`config.mk`:
```
export PLATFORM = sky130hd
export DESIGN_NAME = pism_mux
export DESIGN_NICKNAME = d
export VERILOG_FILES = /design/src/rtl/pism_pkg.sv /design/src/rtl/pism_mux.sv
export SDC_FILE = /design/constraint.sdc
export NUM_CORES = 1
export LEC_CHECK = 0
export BUFFER_PORTS_ARGS = -buffer_cell sky130_fd_sc_hd__buf_2
export CAP_MARGIN = 0
export CORE_MARGIN = 5
export CORE_UTILIZATION = 35
export CTS_CLUSTER_SIZE = 10
export DETAILED_ROUTE_END_ITERATION = 12
export GPL_ROUTABILITY_DRIVEN = 0
export GPL_TIMING_DRIVEN = 0
export SKIP_CTS_REPAIR_TIMING = 1
export SYNTH_ARGS = -nofsm -noshare
export SYNTH_HDL_FRONTEND = slang
export SYNTH_SLANG_ARGS = --single-unit
```
`constraint.sdc`:
```
create_clock -name clk -period 1.8 [get_ports clk]
set_input_delay 0.18 -clock clk [delete_from_list [all_inputs] [get_ports clk]]
set_output_delay 0.18 -clock clk [all_outputs]
set_load 0.02 [all_outputs]
```
`src/rtl/pism_pkg.sv`:
```
// package for the peripheral input source mux: offsets, fields, codes, carriers
package pism_pkg;
   // register offsets (byte addresses = 4 * index)
   localparam logic [7:0] PWM_SRC_IDX = 8'h18;
   localparam logic [7:0] DAC_SRC_IDX = 8'h19;
   localparam logic [7:0] PORTB_FN0_IDX = 8'h15;
   localparam logic [7:0] PORTB_FN1_IDX = 8'h16;
   localparam logic [7:0] PROT_IDX = 8'h12;
   localparam logic [9:0] PWM_SRC_ADDR = {PWM_SRC_IDX, 2'b00};
   localparam logic [9:0] DAC_SRC_ADDR = {DAC_SRC_IDX, 2'b00};
   localparam logic [9:0] PORTB_FN0_ADDR = {PORTB_FN0_IDX, 2'b00};
   localparam logic [9:0] PORTB_FN1_ADDR = {PORTB_FN1_IDX, 2'b00};
   localparam logic [9:0] PROT_ADDR = {PROT_IDX, 2'b00};
   localparam logic [9:0] PEREN_ADDR = 10'h0a0;
   // field positions
   localparam int FAULT2_BIT = 13;
   localparam int FAULT1_BIT = 11;
   localparam int PAIR3_LSB = 6;
   localparam int PAIR2_LSB = 3;
   localparam int PAIR1_LSB = 0;
   localparam int DAC1_LSB = 4;
   localparam int DAC0_LSB = 0;
   localparam int PB0_BIT = 0;
   localparam int PB7_BIT = 0;
   // writable masks; reserved bits are held at zero
   localparam logic [15:0] PWM_SRC_MASK = 16'h29ff;
   localparam logic [15:0] DAC_SRC_MASK = 16'h0077;
   localparam logic [15:0] PORTB_FN0_MASK = 16'h0001;
   localparam logic [15:0] PORTB_FN1_MASK = 16'h0001;
   localparam logic [15:0] PEREN_MASK = 16'h0081;
   localparam logic [15:0] RESET_VALUE = 16'h0000;
   localparam logic [1:0] PROT_RESET = 2'b00;
   // pair source codes
   localparam logic [2:0] PAIR_PIN = 3'h0;
   localparam logic [2:0] PAIR_TIMER = 3'h1;
   localparam logic [2:0] PAIR_ADC = 3'h2;
   localparam logic [2:0] PAIR_CMPA = 3'h3;
   localparam logic [2:0] PAIR_CMPB = 3'h4;
   // dac sync codes
   localparam logic [2:0] SYNC_PIT = 3'h0;
   localparam logic [2:0] SYNC_PWM = 3'h3;
   localparam logic [2:0] SYNC_TIMER_CH0 = 3'h4;
   localparam logic [2:0] SYNC_TIMER_CH1 = 3'h5;

   typedef struct packed {
      logic cyc;
      logic stb;
      logic we;
      logic [9:0] adr;
      logic [3:0] sel;
      logic [31:0] dat;
   } pism_wb_req_t;

   typedef struct packed {
      logic [3:0] timerA;      // timer_a_chan3..0 outputs
      logic comparatorAOut;
      logic comparatorBOut;
      logic intervalTimerZero;
      logic pwmReloadSync;
      logic [2:0] adcAboveHigh;  // per sample 2..0
      logic [2:0] adcBelowLow;
      logic fault1Pin;
      logic fault2Pin;
      logic [2:0] pairPin;       // pin sources, index 0 for pair one
   } pism_sources_t;

   typedef struct packed {
      logic fault1;
      logic fault2;
      logic [2:0] pairEven;
      logic [2:0] pairOdd;
      logic dacZeroSync;
      logic dacOneSync;
   } pism_selected_t;

   typedef struct packed {
      logic pin0PerEn;
      logic pin0UsesI2c;     // 0 queued spi clock, 1 i2c scl
      logic pin7PerEn;
      logic pin7UsesI2c;     // 0 serial tx, 1 i2c scl
   } pism_pin_ctl_t;
endpackage

```
`src/rtl/pism_mux.sv`:
```
// register file and source multiplexers for peripheral inputs and port b pins
`timescale 1ns/1ps
// How it works
// - port b pin 0 function bit: 0 queued spi clock, 1 i2c clock
// - port b pin 7 function bit: 0 serial transmit, 1 i2c clock
// - one source-select register per peripheral type, field per multi-source input
// - bit 13 feeds fault two from pin or comparator b
// - bit 11 feeds fault one from pin or comparator a
// - bits 8-6 pick third pair source; 000 reserved
// - bits 5-3 pick second pair source, pin default
// - bits 2-0 pick first pair source, pin default
// - adc above high drives even 0 odd 1; below low the reverse
// - bits 6-4 pick dac one sync source
// - bits 2-0 pick dac zero sync source, same codes
// - peripheral-enable 0 gives pin to gpio, 1 to function fields
// - two-bit protection with lock; the lock is cleared only by reset
module pism_mux (
   input wire logic clk,
   input wire logic reset,
   input wire pism_pkg::pism_wb_req_t wbReq,
   output logic wbAck,
   output logic [31:0] wbDatOut,
   output logic wbErr,
   input wire pism_pkg::pism_sources_t sources,
   output pism_pkg::pism_selected_t selected,
   output pism_pkg::pism_pin_ctl_t pinCtl
);
   import pism_pkg::*;

   // ----------------------------------------------------------------
   // functions
   // ----------------------------------------------------------------
   // pair source: returns {even, odd}
   function automatic logic [1:0] pairPick(input logic [2:0] code, input logic pinSrc,
         input logic timerSrc, input logic above, input logic below,
         input logic cmpA, input logic cmpB, input logic pinAllowed);
      logic [1:0] r;
      r = 2'b00;
      case (code)
         PAIR_PIN: r = pinAllowed ? {pinSrc, ~pinSrc} : 2'b00;
         PAIR_TIMER: r = {timerSrc, ~timerSrc};
         PAIR_ADC: begin
            if (above) r = 2'b01;
            else if (below) r = 2'b10;
            else r = 2'b00;
         end
         PAIR_CMPA: r = {cmpA, ~cmpA};
         PAIR_CMPB: r = {cmpB, ~cmpB};
         default: r = 2'b00;
      endcase
      return r;
   endfunction

   function automatic logic syncPick(input logic [2:0] code, input pism_sources_t s);
      logic r;
      r = 1'b0;
      case (code)
         SYNC_PIT: r = s.intervalTimerZero;
         SYNC_PWM: r = s.pwmReloadSync;
         SYNC_TIMER_CH0: r = s.timerA[0];
         SYNC_TIMER_CH1: r = s.timerA[1];
         default: r = 1'b0;
      endcase
      return r;
   endfunction

   // ----------------------------------------------------------------
   // register bus
   // ----------------------------------------------------------------
   logic [15:0] pwmSrc_reg, pwmSrc_next;
   logic [15:0] dacSrc_reg, dacSrc_next;
   logic [15:0] portbFn0_reg, portbFn0_next;
   logic [15:0] portbFn1_reg, portbFn1_next;
   logic [15:0] perEn_reg, perEn_next;
   logic [1:0] prot_reg, prot_next;
   logic ack_reg, ack_next;
   logic err_reg, err_next;
   logic [31:0] rdat_reg, rdat_next;

   logic req;
   logic writeNow;
   logic protOn;
   logic protLocked;
   logic mapped;
   logic [15:0] wdat;
   logic [15:0] rd;

   assign req = wbReq.cyc && wbReq.stb && !ack_reg && !err_reg;
   assign writeNow = req && wbReq.we && mapped;
   assign protOn = prot_reg[0];
   assign protLocked = prot_reg[1];

   function automatic logic [15:0] merge(input logic [15:0] old, input logic [15:0] d,
         input logic [3:0] sel, input logic [15:0] mask);
      logic [15:0] m;
      m = {{8{sel[1]}}, {8{sel[0]}}} & mask;
      return (old & ~m) | (d & m);
   endfunction

   // decode kept apart so the write strobe never feeds back into it
   always_comb begin
      mapped = 1'b1;
      rd = 16'h0000;
      case (wbReq.adr)
         PWM_SRC_ADDR: rd = pwmSrc_reg;
         DAC_SRC_ADDR: rd = dacSrc_reg;
         PORTB_FN0_ADDR: rd = portbFn0_reg;
         PORTB_FN1_ADDR: rd = portbFn1_reg;
         PEREN_ADDR: rd = perEn_reg;
         PROT_ADDR: rd = {14'h0000, prot_reg};
         default: mapped = 1'b0;
      endcase
   end

   always_comb begin
      pwmSrc_next = pwmSrc_reg;
      dacSrc_next = dacSrc_reg;
      portbFn0_next = portbFn0_reg;
      portbFn1_next = portbFn1_reg;
      perEn_next = perEn_reg;
      prot_next = prot_reg;
      ack_next = 1'b0;
      err_next = 1'b0;
      rdat_next = rdat_reg;
      wdat = wbReq.dat[15:0];
      if (req) begin
         ack_next = mapped;
         err_next = !mapped;
         rdat_next = {16'h0000, rd};
      end
      if (writeNow) begin
         // protected writes are acknowledged but dropped
         if (!protOn) begin
            case (wbReq.adr)
               PWM_SRC_ADDR: begin
                  pwmSrc_next = merge(pwmSrc_reg, wdat, wbReq.sel, PWM_SRC_MASK);
               end
               DAC_SRC_ADDR: begin
                  dacSrc_next = merge(dacSrc_reg, wdat, wbReq.sel, DAC_SRC_MASK);
               end
               PORTB_FN0_ADDR: begin
                  portbFn0_next = merge(portbFn0_reg, wdat, wbReq.sel, PORTB_FN0_MASK);
               end
               PORTB_FN1_ADDR: begin
                  portbFn1_next = merge(portbFn1_reg, wdat, wbReq.sel, PORTB_FN1_MASK);
               end
               PEREN_ADDR: begin
                  perEn_next = merge(perEn_reg, wdat, wbReq.sel, PEREN_MASK);
               end
               default: ;
            endcase
         end
         if (wbReq.adr == PROT_ADDR && wbReq.sel[0] && !protLocked) begin
            prot_next = wdat[1:0];
         end
      end
   end

   always_ff @(posedge clk) begin
      if (reset) begin
         pwmSrc_reg <= RESET_VALUE;
         dacSrc_reg <= RESET_VALUE;
         portbFn0_reg <= RESET_VALUE;
         portbFn1_reg <= RESET_VALUE;
         perEn_reg <= RESET_VALUE;
         prot_reg <= PROT_RESET;
         ack_reg <= 1'b0;
         err_reg <= 1'b0;
         rdat_reg <= 32'h0000_0000;
      end else begin
         pwmSrc_reg <= pwmSrc_next;
         dacSrc_reg <= dacSrc_next;
         portbFn0_reg <= portbFn0_next;
         portbFn1_reg <= portbFn1_next;
         perEn_reg <= perEn_next;
         prot_reg <= prot_next;
         ack_reg <= ack_next;
         err_reg <= err_next;
         rdat_reg <= rdat_next;
      end
   end

   assign wbAck = ack_reg;
   assign wbErr = err_reg;
   assign wbDatOut = rdat_reg;

   // ----------------------------------------------------------------
   // source multiplexers
   // ----------------------------------------------------------------
   // external pins are synchronised; internal sources share the clock
   logic [4:0] pinMeta_reg, pinSync_reg;
   pism_selected_t sel_next, sel_reg;
   pism_pin_ctl_t pin_next, pin_reg;
   logic [1:0] p1, p2, p3;

   always_comb begin
      p1 = pairPick(pwmSrc_reg[PAIR1_LSB +: 3], pinSync_reg[2], sources.timerA[0],
            sources.adcAboveHigh[0], sources.adcBelowLow[0],
            sources.comparatorAOut, sources.comparatorBOut, 1'b1);
      p2 = pairPick(pwmSrc_reg[PAIR2_LSB +: 3], pinSync_reg[3], sources.timerA[2],
            sources.adcAboveHigh[1], sources.adcBelowLow[1],
            sources.comparatorAOut, sources.comparatorBOut, 1'b1);
      // code 000 is reserved for the third pair, so no pin source
      p3 = pairPick(pwmSrc_reg[PAIR3_LSB +: 3], pinSync_reg[4], sources.timerA[3],
            sources.adcAboveHigh[2], sources.adcBelowLow[2],
            sources.comparatorAOut, sources.comparatorBOut, 1'b0);
      sel_next.fault2 = pwmSrc_reg[FAULT2_BIT] ? sources.comparatorBOut
            : pinSync_reg[1];
      sel_next.fault1 = pwmSrc_reg[FAULT1_BIT] ? sources.comparatorAOut
            : pinSync_reg[0];
      sel_next.pairEven = {p3[1], p2[1], p1[1]};
      sel_next.pairOdd = {p3[0], p2[0], p1[0]};
      sel_next.dacOneSync = syncPick(dacSrc_reg[DAC1_LSB +: 3], sources);
      sel_next.dacZeroSync = syncPick(dacSrc_reg[DAC0_LSB +: 3], sources);
      pin_next.pin0PerEn = perEn_reg[0];
      pin_next.pin0UsesI2c = portbFn0_reg[PB0_BIT];
      pin_next.pin7PerEn = perEn_reg[7];
      pin_next.pin7UsesI2c = portbFn1_reg[PB7_BIT];
   end

   always_ff @(posedge clk) begin
      if (reset) begin
         pinMeta_reg <= 5'h00;
         pinSync_reg <= 5'h00;
         sel_reg <= '0;
         pin_reg <= '0;
      end else begin
         pinMeta_reg <= {sources.pairPin, sources.fault2Pin, sources.fault1Pin};
         pinSync_reg <= pinMeta_reg;
         sel_reg <= sel_next;
         pin_reg <= pin_next;
      end
   end

   assign selected = sel_reg;
   assign pinCtl = pin_reg;
endmodule // pism_mux

```
==> metrics <==
status finished, final reports clean; critical path capture point type flip-flop; DRT Pass-1 Iters 4; post-synth top area share 0.415; cell breakdown of the critical path buf_2 > or4_4 > buf_6 > nor4_4 > or3b_1 > buf_6 > mux2i_1; M1 WL 3.04 mm; Hold Path Sink pinMeta_reg[2]; DR WL met2 3.37 mm; Core Rows 32; total die area 9880 µm²; critical path type primary input to flip-flop; Die Y 99.4 µm; max_cap viols 0; Distinct cells, synth 44; Synth Area per Inst 9.39 µm²; number of synthesis warnings 0; CTS sink count 58; Final #Nets 472; Core Footprint 7770 µm²; Avg WL per Cell 13.7 µm; Leak 1.60 nW; Final Slew Violations 0; period utilization 0.956; Hold Vio Cnt, Final 0; CP max stage delay 0.52 ns; met3 wire len 528 µm; total CTS buffers 9; largest net degree at the start of global routing 12; Crit-path slowest cell or4_4; Clock Skews 0.00607 ns; highest metal layer with signal wires met4; hold_sp sources[0]; share of layout cells above drive strength 1 0.302; DRT antenna net count 0; synthesized cell area 2800 µm²; Min-Delay Path Class primary input to flip-flop; slew margin rel. 0.617; post-synthesis sequential area ratio 0.415; grt ovf 0; DR iter-0 viols 52; Area Overhead vs Synth 27.2%; power per standard cell area 747 nW/µm²; vias post-DR 2348; Initial Util 0.360; CP required 2.01 ns; Clock Latency Late Sink 0.33 ns; diodes inserted 0; Synth Flop Type dfxtp_1; Die W 99.4 µm; clock root buffer clkbuf_8; Post-synth EDFFs 0; f_max 581 MHz; placed cell area 3360 µm²; clock transition at the registers of the reported paths 0.07 ns; leading post-synthesis cells by cell area dfxtp_1 42%, mux2i_1 12%, nand2b_1 8.3%, buf_4 5.6%, nor2b_1 3.4%; FF+latch count, synth 58; post-synth top area cell dfxtp_1; FFs w/ async S/R, synth 0; WL final 6.99 mm; CP startpoint kind primary input; Via-to-Cell Ratio 4.61; post-DP HPWL 5.34 mm; Global Route Usage Sum 0.142; minimum clock period 1.72 ns; reg-to-reg critical path startpoint wbErr; Fillers 790; worst hold stages 2; setup_tns 0 ns; endpoints failing setup 0; cell area after layout 3560 µm²; cells after synthesis 298; vias in the first global route 2166; initial antenna violation count 0; Worst Path Buf+Inv 3; CTS tree yes; H-tree depth 3; drt drc 0; cell mode on critical path buf_6; VDD IR-drop max 0.392 mV; WP data arrival 1.93 ns; first-pass GRT wire length 11.0 mm; Port Buf Inserts 71; crit-path max FO 9; Worst Reg-to-Reg Cells 6; Ports 118; R2R Setup Slk 0.09 ns; Layout Utilization 0.458; clk buf depth 2; delay-heaviest family, CP simple AND/OR/NAND/NOR gates; worst-margin pin slew 0.574 ns
==> cell usage in the layout, fill, tap and decap left out, types with 8 or more instances in the layout <==
master / instances
o21ai_0: 10
nand2_1: 13
dfxtp_1: 58
nor2_1: 18
buf_4: 23
nor2b_1: 15
nand2b_1: 37
clkbuf_1: 12
conb_1: 21
clkbuf_8: 10
a22oi_1: 8
buf_2: 74
mux2i_1: 34
==> synthesized netlist by cell type (all sizes together), types with 2 or more instances <==
cell,n
buf,25
a21oi,6
mux2,2
nor4,3
o32a,2
o21a,4
clkbuf,13
nand3b,4
nor2,18
nor3,7
dfxtp,58
o21ai,10
nand2,13
nand4bb,2
mux2i,34
nand3,5
inv,6
nor2b,15
nand2b,37
or3b,2
nor3b,2
a22oi,8
or4,4
nand4b,4
==> metal layers <==
| layer | track usage | up-vias |
|---|---|---|
| met5 | 0 | - |
| met4 | 0.0410 | 0 |
| met3 | 0.0512 | 4 |
| met2 | 0.233 | 73 |
| met1 | 0.175 | 1068 |
| li1 | - | 1203 |
==> how the worst max path moves through the flow <==
stage,from,end,depth (start not counted)
after floorplan,wbErr,flip-flop,6
after global placement,wbReq[40],flip-flop,6
after detailed placement,wbReq[40],flip-flop,6
after CTS,wbErr,flip-flop,6
after global routing,wbErr,flip-flop,6
final,wbReq[45],flip-flop,7
==> kinds of logic after synthesis <==
family          Yosys count  synth area share
other cells               1           0.00134
mux                      37             0.138
buf+inv                  44            0.0935
flops                    58             0.415
simple gates            122             0.267
compound gates           36            0.0854
==> through the flow <==
step | power (mW) | std cells | setup slack, ns | hold slack (ns)
after floorplan | 1.51 | 318 | 0.00544 | 0.308
after global placement | 1.61 | 491 | -0.351 | 0.386
after detailed placement | 1.61 | 491 | -0.357 | 0.392
after CTS | 2.69 | 507 | -0.178 | 0.0348
after global routing | 2.77 | 509 | -0.00579 | 0.0437
final | 2.66 | 509 | 0.0790 | 0.0526
==> worst reg2reg max path, cell delays in order, from the launching register on <==
cell,delay [ns]
dfxtp_1,0.31
nand4bb_1,0.19
buf_2,0.21
nor4_4,0.19
or3b_1,0.40
buf_6,0.17
mux2i_1,0.11
==> final cells by class <==
cell class / count / area [µm²] / share of cell area
multi-input combinational: 216 / 1460 / 0.410
timing repair buffer: 73 / 370 / 0.104
inverter: 6 / 22.5 / 0.00633
clock inverter: 6 / 41.3 / 0.0116
buffer: 38 / 240 / 0.0675
tap: 102 / 128 / 0.0359
clock buffer: 10 / 138 / 0.0387
sequential: 58 / 1160 / 0.326
==> power by group <==
group / switching, mW / total (mW) / internal, mW
Clock: 0.538 / 1.07 / 0.535
Combinational: 0.158 / 0.281 / 0.123
Sequential: 0.00445 / 1.30 / 1.30
Power figures use the tool's default switching activity.
